[src/acr_pkg.sv]
// package: acquisition control register layout and shared carrier types
package acr_pkg;
   localparam logic [4:0] ACR_OFFSET = 5'h00;
   localparam int ACR_WIDTH = 16;
   localparam int BIT_MEM_SEL = 15;
   localparam int BIT_SERIAL_BIT_OUT = 14;
   localparam int BIT_SCLK = 13;
   localparam int BIT_SCAN_DIV = 12;
   localparam int BIT_RSVD11 = 11;
   localparam int BIT_INHIBIT = 10;
   localparam int BIT_RETRIG_BLK = 9;
   localparam int BIT_ACQ_EN = 8;
   localparam int BIT_SCAN = 7;
   localparam int BIT_INTERVAL = 6;
   localparam int BIT_LONG = 5;
   localparam int BIT_SYNC_TRIG = 4;
   // no reset value is documented; reset leaves the register alone
   localparam logic [15:0] ACR_WRITE_MASK = 16'hf7f0;
   localparam int CAL_DAC_BITS = 8;

   typedef struct packed {
      logic serial_memory_select;
      logic serial_bit_out;
      logic serial_clock;
      logic scan_sequence_divide;
      logic conversion_inhibit;
      logic retrigger_block;
      logic acquisition_enable;
      logic multi_channel_scan;
      logic interval_scan_select;
      logic long_count_select;
      logic sync_bus_trigger_enable;
   } acr_ctrl_type;

   typedef struct packed {
      logic software_start;
      logic external_trigger_n;
      logic sync_bus_trigger;
      logic acquisition_done;
      logic progress_clear;
   } acr_trig_type;
endpackage

[src/acr_cal_dac.sv]
// calibration dac: shifts serial data on each clock with shift_en set, loads on strobe
`timescale 1ns/1ps
module acr_cal_dac #(
   parameter int BITS = acr_pkg::CAL_DAC_BITS
)(
   input wire logic clk_sys,
   input wire logic reset,
   input wire logic shift_en,
   input wire logic serial_in,
   input wire logic load,
   output logic [BITS-1:0] value
);
   typedef struct packed {
      logic [BITS-1:0] shift;
      logic [BITS-1:0] out;
   } acr_dac_state_type;
   acr_dac_state_type s_q, s_d;

   always_comb
   begin
      s_d = s_q;
      if (shift_en)
      begin
         s_d.shift = {s_q.shift[BITS-2:0], serial_in};
      end
      if (load)
      begin
         s_d.out = s_q.shift;
      end
   end

   always_ff @(posedge clk_sys)
   begin
      if (reset)
      begin
         s_q <= '0;
      end
      else
      begin
         s_q <= s_d;
      end
   end

   assign value = s_q.out;
endmodule

[src/acr_trig_gate.sv]
// trigger qualification: source select, enable and retrigger blocking
`timescale 1ns/1ps
module acr_trig_gate (
   input wire logic clk_sys,
   input wire logic reset,
   input acr_pkg::acr_ctrl_type ctrl,
   input acr_pkg::acr_trig_type trig,
   output logic start_counters,
   output logic in_progress
);
   typedef struct packed {
      logic ext_n_prev;
      logic running;
      logic progress;
      logic start;
   } acr_gate_state_type;
   acr_gate_state_type s_q, s_d;
   logic ext_fall;
   logic request;
   logic idle;

   always_comb
   begin
      s_d = s_q;
      ext_fall = s_q.ext_n_prev && !trig.external_trigger_n;
      if (ctrl.sync_bus_trigger_enable)
      begin
         request = trig.sync_bus_trigger;
      end
      else
      begin
         request = trig.software_start || ext_fall;
      end
      // blocked mode waits for software acknowledge, open mode only for the run end
      idle = !s_q.running && !(ctrl.retrigger_block && s_q.progress);
      s_d.ext_n_prev = trig.external_trigger_n;
      s_d.start = ctrl.acquisition_enable && request && idle;
      if (trig.acquisition_done)
      begin
         s_d.running = 1'b0;
      end
      if (trig.progress_clear)
      begin
         s_d.progress = 1'b0;
      end
      if (s_d.start)
      begin
         s_d.running = 1'b1;
         s_d.progress = 1'b1;
      end
   end

   always_ff @(posedge clk_sys)
   begin
      if (reset)
      begin
         s_q <= '{ext_n_prev: 1'b1, default: 1'b0};
      end
      else
      begin
         s_q <= s_d;
      end
   end

   assign start_counters = s_q.start;
   assign in_progress = s_q.progress;
endmodule

[src/acr_top.sv]
// acquisition control register: write-only word at offset 0 and its effects
//
// Contract
// write-only 16-bit register at offset 0, not cleared by reset.
// bit 15 drives the calibration memory chip select.
// software pulses serial clock once before raising memory select.
// bit 14 drives the shared serial data line.
// rising serial clock shifts data into dacs, and memory when selected.
// without memory select, serial clock leaves the memory untouched.
// dacs always shift but outputs change only on load strobe.
// bit 12 steps sequencing by counter 1, else after every conversion.
// software writes zero to reserved bit 11.
// bit 10 set blocks all conversions.
// retrigger block ignores triggers until progress flag cleared.
// without block, triggers accepted any time after run ends.
// acquisition enable lets start strobe or trigger start counters.
// scan bit with enable alternates channels per configuration memory.
// scan clock output enabled only while scan bit set.
// interval scan runs one sequence per scan interval.
// continuous scan repeats sequences back to back.
// long count clear uses counter 4 alone, 16-bit.
// long count set cascades counter 4 into counter 5.
// software picks 32-bit mode at 65,537 conversions or more.
// bit 4 takes triggers only from sync bus, else start or falling trigger.
// software writes zero to reserved bits 3 to 0.
// all fields captured together on one word write.
`timescale 1ns/1ps
module acr_top #(
   parameter int DAC_BITS = acr_pkg::CAL_DAC_BITS
)(
   input wire logic clk_sys,
   input wire logic reset,
   input wire logic [4:0] io_addr,
   input wire logic io_write,
   input wire logic io_word,
   input wire logic [15:0] io_wdata,
   input wire logic software_start,
   input wire logic external_trigger_n,
   input wire logic sync_bus_trigger,
   input wire logic acquisition_done,
   input wire logic progress_clear,
   input wire logic conversion_tick,
   input wire logic counter1_out,
   input wire logic scan_interval_tick,
   input wire logic sequence_end,
   input wire logic cal_dac0_load,
   input wire logic cal_dac1_load,
   output logic serial_memory_select,
   output logic serial_bit_out,
   output logic serial_memory_clock,
   output logic [DAC_BITS-1:0] cal_dac0_value,
   output logic [DAC_BITS-1:0] cal_dac1_value,
   output logic conversion_allow,
   output logic acquisition_start,
   output logic acquisition_in_progress,
   output logic config_mem_advance,
   output logic scan_active,
   output logic scan_sequence_go,
   output logic scan_clock_out,
   output logic counter_cascade,
   output logic counter5_enable
);
   typedef struct packed {
      acr_pkg::acr_ctrl_type ctrl;
      logic sclk_prev;
      logic mem_clk;
      logic dac_shift;
      logic conv_allow;
      logic advance;
      logic scan_act;
      logic seq_go;
      logic seq_busy;
      logic scan_clk;
      logic cascade;
      logic cnt5_en;
      logic [DAC_BITS-1:0] dac0_q;
      logic [DAC_BITS-1:0] dac1_q;
   } acr_state_type;

   acr_state_type s_q, s_d;
   acr_pkg::acr_trig_type trig;
   logic start_raw;
   logic progress_raw;
   logic [DAC_BITS-1:0] dac0_raw;
   logic [DAC_BITS-1:0] dac1_raw;
   logic reg_write;
   logic sclk_rise;
   logic scanning;

   function automatic acr_pkg::acr_ctrl_type decode_word(input logic [15:0] w);
      acr_pkg::acr_ctrl_type c;
      c.serial_memory_select = w[acr_pkg::BIT_MEM_SEL];
      c.serial_bit_out = w[acr_pkg::BIT_SERIAL_BIT_OUT];
      c.serial_clock = w[acr_pkg::BIT_SCLK];
      c.scan_sequence_divide = w[acr_pkg::BIT_SCAN_DIV];
      c.conversion_inhibit = w[acr_pkg::BIT_INHIBIT];
      c.retrigger_block = w[acr_pkg::BIT_RETRIG_BLK];
      c.acquisition_enable = w[acr_pkg::BIT_ACQ_EN];
      c.multi_channel_scan = w[acr_pkg::BIT_SCAN];
      c.interval_scan_select = w[acr_pkg::BIT_INTERVAL];
      c.long_count_select = w[acr_pkg::BIT_LONG];
      c.sync_bus_trigger_enable = w[acr_pkg::BIT_SYNC_TRIG];
      return c;
   endfunction

   // only a word write at the register's offset is taken; byte writes are invalid
   assign reg_write = io_write && io_word && (io_addr == acr_pkg::ACR_OFFSET);

   assign trig.software_start = software_start;
   assign trig.external_trigger_n = external_trigger_n;
   assign trig.sync_bus_trigger = sync_bus_trigger;
   assign trig.acquisition_done = acquisition_done;
   assign trig.progress_clear = progress_clear;

   acr_trig_gate u_gate (
      .clk_sys(clk_sys),
      .reset(reset),
      .ctrl(s_q.ctrl),
      .trig(trig),
      .start_counters(start_raw),
      .in_progress(progress_raw)
   );

   acr_cal_dac #(.BITS(DAC_BITS)) u_dac0 (
      .clk_sys(clk_sys),
      .reset(reset),
      .shift_en(s_q.dac_shift),
      .serial_in(s_q.ctrl.serial_bit_out),
      .load(cal_dac0_load),
      .value(dac0_raw)
   );

   acr_cal_dac #(.BITS(DAC_BITS)) u_dac1 (
      .clk_sys(clk_sys),
      .reset(reset),
      .shift_en(s_q.dac_shift),
      .serial_in(s_q.ctrl.serial_bit_out),
      .load(cal_dac1_load),
      .value(dac1_raw)
   );

   always_comb
   begin
      s_d = s_q;
      if (reg_write)
      begin
         s_d.ctrl = decode_word(io_wdata & acr_pkg::ACR_WRITE_MASK);
      end
      sclk_rise = s_q.ctrl.serial_clock && !s_q.sclk_prev;
      s_d.sclk_prev = s_q.ctrl.serial_clock;
      s_d.dac_shift = sclk_rise;
      // memory sees the clock only while selected, so it ignores toggles otherwise
      s_d.mem_clk = s_q.ctrl.serial_clock && s_q.ctrl.serial_memory_select;
      s_d.conv_allow = !s_q.ctrl.conversion_inhibit;
      scanning = s_q.ctrl.multi_channel_scan && s_q.ctrl.acquisition_enable;
      s_d.scan_act = scanning;
      s_d.scan_clk = s_q.ctrl.multi_channel_scan && conversion_tick;
      if (s_q.ctrl.scan_sequence_divide)
      begin
         s_d.advance = scanning && counter1_out;
      end
      else
      begin
         s_d.advance = scanning && conversion_tick && !s_q.ctrl.conversion_inhibit;
      end
      s_d.seq_go = 1'b0;
      if (!scanning)
      begin
         s_d.seq_busy = 1'b0;
      end
      else if (s_q.ctrl.interval_scan_select)
      begin
         if (sequence_end)
         begin
            s_d.seq_busy = 1'b0;
         end
         if (scan_interval_tick && !s_q.seq_busy)
         begin
            s_d.seq_go = 1'b1;
            s_d.seq_busy = 1'b1;
         end
      end
      else
      begin
         s_d.seq_go = !s_q.seq_busy || sequence_end;
         s_d.seq_busy = 1'b1;
      end
      s_d.cascade = s_q.ctrl.long_count_select;
      s_d.cnt5_en = s_q.ctrl.long_count_select;
      s_d.dac0_q = dac0_raw;
      s_d.dac1_q = dac1_raw;
   end

   // control word keeps its value through reset; only derived state is cleared
   always_ff @(posedge clk_sys)
   begin
      s_q.ctrl <= s_d.ctrl;
      // the edge detector follows the kept control word, so a reset adds no false rise
      s_q.sclk_prev <= s_d.sclk_prev;
      if (reset)
      begin
         s_q.mem_clk <= 1'b0;
         s_q.dac_shift <= 1'b0;
         s_q.conv_allow <= 1'b0;
         s_q.advance <= 1'b0;
         s_q.scan_act <= 1'b0;
         s_q.seq_go <= 1'b0;
         s_q.seq_busy <= 1'b0;
         s_q.scan_clk <= 1'b0;
         s_q.cascade <= 1'b0;
         s_q.cnt5_en <= 1'b0;
         s_q.dac0_q <= '0;
         s_q.dac1_q <= '0;
      end
      else
      begin
         s_q.mem_clk <= s_d.mem_clk;
         s_q.dac_shift <= s_d.dac_shift;
         s_q.conv_allow <= s_d.conv_allow;
         s_q.advance <= s_d.advance;
         s_q.scan_act <= s_d.scan_act;
         s_q.seq_go <= s_d.seq_go;
         s_q.seq_busy <= s_d.seq_busy;
         s_q.scan_clk <= s_d.scan_clk;
         s_q.cascade <= s_d.cascade;
         s_q.cnt5_en <= s_d.cnt5_en;
         s_q.dac0_q <= s_d.dac0_q;
         s_q.dac1_q <= s_d.dac1_q;
      end
   end

   assign serial_memory_select = s_q.ctrl.serial_memory_select;
   assign serial_bit_out = s_q.ctrl.serial_bit_out;
   assign serial_memory_clock = s_q.mem_clk;
   assign cal_dac0_value = s_q.dac0_q;
   assign cal_dac1_value = s_q.dac1_q;
   assign conversion_allow = s_q.conv_allow;
   assign acquisition_start = start_raw;
   assign acquisition_in_progress = progress_raw;
   assign config_mem_advance = s_q.advance;
   assign scan_active = s_q.scan_act;
   assign scan_sequence_go = s_q.seq_go;
   assign scan_clock_out = s_q.scan_clk;
   assign counter_cascade = s_q.cascade;
   assign counter5_enable = s_q.cnt5_en;
endmodule

[config.mk]
export PLATFORM = sky130hd
export DESIGN_NAME = acr_top
export DESIGN_NICKNAME = d
export VERILOG_FILES = /design/src/acr_pkg.sv /design/src/acr_cal_dac.sv /design/src/acr_trig_gate.sv /design/src/acr_top.sv
export SDC_FILE = /design/constraint.sdc
export NUM_CORES = 1
export LEC_CHECK = 0
export BUFFER_PORTS_ARGS = -buffer_cell sky130_fd_sc_hd__buf_2
export CORE_ASPECT_RATIO = 1.2
export CORE_UTILIZATION = 49
export DETAILED_ROUTE_END_ITERATION = 12
export PLACE_DENSITY = 0.76
export SETUP_SLACK_MARGIN = 0.05
export SLEW_MARGIN = 0
export SYNTH_ARGS = -nofsm -noshare
export SYNTH_HDL_FRONTEND = slang
export SYNTH_SLANG_ARGS = --single-unit
[constraint.sdc]
create_clock -name clk_sys -period 3.4 [get_ports clk_sys]
set_input_delay 0 -clock clk_sys [delete_from_list [all_inputs] [get_ports clk_sys]]
set_output_delay 0 -clock clk_sys [all_outputs]
set_load 0.01 [all_outputs]
==> results.py, run 1 <==
metrics = {
    "clock_tree": {
        "clockBufferDepth": 2,
        "tritoncts": "yes",
        "cts_resized": 0,
        "cts_root_buffer": "clkbuf_8",
        "cts_num_sinks": 65,
        "path_clk_slew_ns": 0.07,
        "htree_levels": 3,
        "clkLatencyLatePin_ns": 0.32,
        "post-cts-setup-buffers": 0,
        "cts_buffers": 9,
    },
    "synthesis": {
        "synth_warnings": 0,
        "synth_cell_type_count": 21,
        "synth.top_cell.area_share_pct": 49.23,
        "synth.cell_area_sq_mm": 0.002196,
        "syn-num-nets": 224,
        "syn_inst": 188,
        "ys_top_cells_by_area": "dfxtp_1 49%, edfxtp_1 15%, mux2i_1 11%",
        "synth.largest_area_cell": "dfxtp_1",
        "synth-seq-cells": 65,
        "yosysSeqAreaShare_pct": 64.27,
        "avgSynthCellArea_sq_um": 11.68,
    },
    "sta": {
        "fin_skew_ns": 0.008687,
        "final-setup-viol-count": 0,
        "period_share_pct": 39.72,
        "fmax_mhz": 740.5,
        "rsz0062_at_grt": "no",
        "min_period_ns": 1.350,
        "slew_viol_final": 0,
        "setup_tns_ns": 0,
        "relSlewSlack_pct": 44.99,
        "tightest_slew_ns": 0.8207,
        "finalHoldViolCount": 0,
    },
    "layout": {
        "finish.net_count": 287,
        "layout_commonest_cell": "buf_2",
        "fillers": 361,
        "multi_input_area_sq_um": 608.1,
        "layout_common_cells": "58 x buf_2, 54 x dfxtp_1, 29 x nor2_1",
        "area_delta_synth_final_pct": 25.07,
        "seq_area_sq_mm": 0.001411,
        "diodes": 0,
        "drive_gt1_share_pct": 28.91,
        "layout.cells.non_filler": 312,
    },
    "worst_hold_path": {
        "hold_class": "in -> reg",
    },
    "power": {
        "clkPwrFrac_pct": 38.9,
        "p_sw_share_pct": 21.00,
        "seqPwrFrac_pct": 56.4,
        "combPwrFrac_pct": 4.8,
        "powerDensity_mw_per_mm2": 511.1,
        "p_leak_nw": 1.241,
        "switchingPower_w": 0.0002947,
        "internal-power_w": 0.001109,
        "ir_drop_uv": 357.6,
    },
    "status": {
        "status": "complete, no violations",
    },
    "grt": {
        "antenna_found_initial": 0,
        "grt_pass1_wl_mm": 5.844,
        "grt_max_degree": 50,
        "grt-ovfl-total": 0,
        "grt_use_total_pct": 16.98,
        "grt_pass1_vias": 1363,
    },
    "place": {
        "numPortBuffers": 58,
        "gp_congestion": 0.6918,
        "placed_cells": 277,
        "dp.final_hpwl_mm": 2.097,
    },
    "worst_setup_path": {
        "cp.required_ns": 3.35,
        "critPathMaxFanout": 11,
        "cp.arrival_ns": 1.30,
        "crit_type": "in -> reg",
        "cp-start-kind": "input pin",
        "cp-end-kind": "flip-flop",
    },
    "die": {
        "initial_utilization_pct": 51.14,
        "dieHeight_um": 75.33,
        "dieArea_sq_mm": 0.004754,
        "coreArea_sq_mm": 0.004294,
        "io_pins": 64,
        "die_x_um": 63.11,
        "rows": 26,
    },
    "drt": {
        "drc": 0,
        "dr.first_iter.drc_count": 59,
        "first_pass_iters": 4,
        "ant_nets": 0,
        "routed_wl_mm": 3.627,
        "wl_per_cell_um": 11.63,
        "via_per_inst": 4.583,
        "vias": 1430,
    },
    "flow_run": {
        "maxCapViolations": 0,
    },
}
==> logic make-up after synthesis <==
| family | synth area share [%] |
|---|---|
| flip-flops | 64.27 |
| AND/OR/NAND/NOR | 14.47 |
| buffers and inverters | 8.034 |
| multiplexers | 10.94 |
| AO/OA/AOI/OAI | 2.279 |
==> final timing paths <==
| kind | slack (ns) | cells past startpoint | from | to |
|---|---|---|---|---|
| max reg2reg | 2.38 | 2 | s_q[24] | u_dac1.s_q[14] |
| max | 2.05 | 3 | io_addr[0] | s_q[31] |
| min | 0.06 | 2 | io_addr[1] | s_q[27] |
| min reg2reg | 0.39 | 1 | s_q[26] | s_q[24] |
==> state kept, by name, indices dropped and copies added (netlist names), 2 cells and up <==
signal and count:
u_dac1.s_q 2, cal_dac1_value 8, s_q 10, u_gate.s_q 2
u_dac0.s_q 6, u_dac0.value 8, u_dac1.value 8, cal_dac0_value 8
s_d 2
==> final cells by class <==
type | count | share of cell area (%)
Inverter | 3 | 0.4100
Clock buffer | 13 | 5.421
Multi-Input combinational cell | 95 | 22.14
Tap cell | 56 | 2.551
Timing Repair Buffer | 77 | 17.49
Clock inverter | 3 | 0.5923
Sequential cell | 65 | 51.39
==> timing repair <==
action / 4_1_cts / 5_1_grt
endpoints found under the hold margin: 19 / 0
hold buffers: 19 / 0
setup endpoints to repair: 0 / 0
==> metal layers <==
metal / up-vias / wire length [um] / part of all wire (%) / global-route usage [%]
met5: - / 0 / 0 / 0
li1: 722 / - / - / -
met3: 12 / 226 / 6.2 / 6.437
met1: 633 / 1468 / 40 / 17.60
met2: 63 / 1821 / 50 / 29.03
met4: 0 / 111 / 3.1 / 11.63
==> synth_stat cells (all sizes together) <==
| cell type | instances |
|---|---|
| or4 | 1 |
| nand2 | 5 |
| nand2b | 2 |
| or2 | 1 |
| nor2b | 18 |
| buf | 23 |
| nand3 | 1 |
| dfxtp | 54 |
| nor3 | 1 |
| and3b | 2 |
| mux2i | 24 |
| o21ai | 3 |
| a21oi | 4 |
| edfxtp | 11 |
| nor2 | 29 |
| clkbuf | 2 |
| nor3b | 2 |
| a211oi | 1 |
| inv | 3 |
| a21o | 1 |
==> worst max-delay path: stages <==
cell	delay (ns)
buf_2	0.09
or4_4	0.52
nor3_2	0.68
==> through the flow <==
stage | total power (W) | cell area (sq um) | util, % | setup WS (ns) | hold WS (ns)
after global placement | 0.0008556 | 2391 | 55.68 | 1.758 | 0.1765
after global routing | 0.001462 | 2746 | 63.96 | 1.965 | 0.05645
after detailed placement | 0.0008567 | 2391 | 55.68 | 1.727 | 0.1781
after floorplan | 0.0008349 | 2196 | - | 1.977 | 0.09887
after CTS | 0.001423 | 2746 | 63.96 | 2.079 | 0.03522
final | 0.001404 | 2746 | 63.96 | 2.050 | 0.05881
==> power groups by stage <==
stage               combinational [W]  clock (W)  sequential (W)
detailed placement          0.0000486          0        0.000808
finish                      0.0000667   0.000546        0.000791
global placement            0.0000474          0        0.000808
global route                0.0000728   0.000597        0.000791
floorplan                   0.0000261          0        0.000809
CTS                         0.0000648   0.000567        0.000791
(Power assumes the default switching activity.)
==> run 2, diff against run 1 <==
- CORE_UTILIZATION: 49 -> 45
- PLACE_DENSITY: 0.76 -> 0.74
- clock period: 3.4 -> 1.15 ns (I/O delays scaled with it)
==> results.py, run 2 (synthesis results as in run 1) <==
metrics = {
    "grt": {
        "grt_pass1_wl_mm": 6.258,
        "grt_use_total_pct": 17.26,
        "grt-ovfl-total": 0,
        "grt_pass1_vias": 1442,
        "antenna_found_initial": 0,
        "grt_max_degree": 45,
    },
    "layout": {
        "utilization_pct": 60.99,
        "final_area_sq_mm": 0.002823,
        "layout_common_cells": "58 x buf_2, 54 x dfxtp_1, 29 x nor2_1",
        "drive_gt1_share_pct": 30.50,
        "area_delta_synth_final_pct": 28.55,
        "diodes": 0,
        "layout_commonest_cell": "buf_2",
        "top_register": "s_q",
        "largest_reg_flops": 10,
        "finish.net_count": 291,
    },
    "power": {
        "clkPwrFrac_pct": 41.5,
        "internal-power_w": 0.003462,
        "seqPwrFrac_pct": 53.6,
        "powerDensity_mw_per_mm2": 1545,
        "switchingPower_w": 0.0008979,
        "combPwrFrac_pct": 4.8,
        "p_sw_share_pct": 20.59,
        "p_leak_nw": 1.286,
        "ir_drop_uv": 1164,
    },
    "clock_tree": {
        "tritoncts": "yes",
        "cts_hold_buf": 19,
        "clockBufferDepth": 2,
        "cts_resized": 0,
        "cts_num_sinks": 65,
        "clkLatencyLatePin_ns": 0.33,
        "post-cts-setup-buffers": 0,
        "cts_buffers": 9,
        "htree_levels": 3,
        "path_clk_slew_ns": 0.06,
        "cts_root_buffer": "clkbuf_8",
    },
    "worst_setup_path": {
        "crit_buf_inv": 2,
        "cp.required_ns": 1.41,
        "path_cells": "dlygate4sd3_1 -> buf_2 -> nor2b_1 -> nand3_1 -> o21ai_0",
        "critPathMaxFanout": 6,
        "slowest_stage": "dlygate4sd3_1",
        "cp_top_family": "buffers and inverters",
        "cp.arrival_ns": 1.23,
        "crit_type": "in -> reg",
        "cp-end-kind": "flip-flop",
        "max_stage_delay_ns": 0.53,
        "cp-start-kind": "input pin",
    },
    "sta": {
        "fin_skew_ns": 0.006403,
        "finalHoldViolCount": 0,
        "period_share_pct": 84.34,
        "min_period_ns": 0.9700,
        "tightest_slew_ns": 0.3202,
        "slew_viol_final": 0,
        "fmax_mhz": 1031,
        "relSlewSlack_pct": 78.52,
        "final-setup-viol-count": 0,
        "rsz0062_at_grt": "no",
    },
    "drt": {
        "first_pass_iters": 4,
        "met3_length_um": 292,
        "via_per_inst": 4.606,
        "drt-met1-wl_mm": 1.459,
        "wl_per_cell_um": 11.82,
        "dr.first_iter.drc_count": 63,
        "routed_wl_mm": 3.747,
        "ant_nets": 0,
        "top_layer_used": "met4",
        "drc": 0,
        "vias": 1460,
        "route.met2.wl_mm": 1.879,
    },
    "place": {
        "gp_congestion": 0.6759,
        "numPortBuffers": 58,
        "place_area_sq_mm": 0.002442,
        "dp.final_hpwl_mm": 2.260,
    },
    "status": {
        "status": "complete, no violations",
    },
    "flow_run": {
        "maxCapViolations": 0,
    },
    "worst_hold_path": {
        "hold_class": "in -> reg",
    },
    "die": {
        "dieArea_sq_mm": 0.005164,
        "dieHeight_um": 78.52,
        "coreArea_sq_mm": 0.004628,
        "rows": 27,
        "die_x_um": 65.77,
        "initial_utilization_pct": 47.45,
        "io_pins": 64,
    },
}
[run 2: path summary, 6_finish.rpt]
check	slack, ns	depth (start not counted)	to	start
setup / recovery	0.18	5	u_gate.s_q[2]	reset
hold / removal	0.007	3	s_q[19]	scan_interval_tick
setup reg to reg	0.23	2	u_gate.s_q[2]	s_q[27]
hold reg to reg	0.39	1	s_q[24]	s_q[26]
[run 2: routing by layer]
layer / vias up / track usage [%]
li1: 731 / -
met1: 660 / 17.49
met2: 60 / 26.84
met3: 9 / 6.831
met4: 0 / 15.22
met5: - / 0
[run 2: stage by stage]
step                      std cells  TNS [ns]  total power [W]  setup slack, ns  hold slack [ns]
final                           317         0         0.004360           0.1800         0.006643
after global routing            317         0         0.004511          0.07403          0.04433
after CTS                       317         0         0.004401           0.1951         0.002823
after detailed placement        283    -1.380         0.002547          -0.1292           0.1781
after global placement          283    -1.316         0.002543          -0.1239           0.1781
after floorplan                 188    -1.383         0.002469          -0.1257          0.09887
[run 2: layout make-up]
| class | count | area (sq um) |
|---|---|---|
| clock buffer | 13 | 180.2 |
| clock inverter | 2 | 10.01 |
| fill | 378 | 1805 |
| tap | 58 | 72.57 |
| sequential | 65 | 1411 |
| multi-input combinational | 95 | 614.3 |
| timing repair buffer | 81 | 523.0 |
| inverter | 3 | 11.26 |
[run 2: power by group through the flow]
stage	combinational (W)	clock, W	sequential [W]
after global placement	0.000156	0	0.00239
after CTS	0.000208	0.00186	0.00234
after global routing	0.000229	0.00194	0.00234
after floorplan	0.0000782	0	0.00239
after detailed placement	0.000160	0	0.00239
final	0.000211	0.00181	0.00234
[run 2: worst min-delay path: cells and delay by family]
family / cells / cell delay [ns]
compound gates: 2 / 0.21
buf+inv: 1 / 0.09
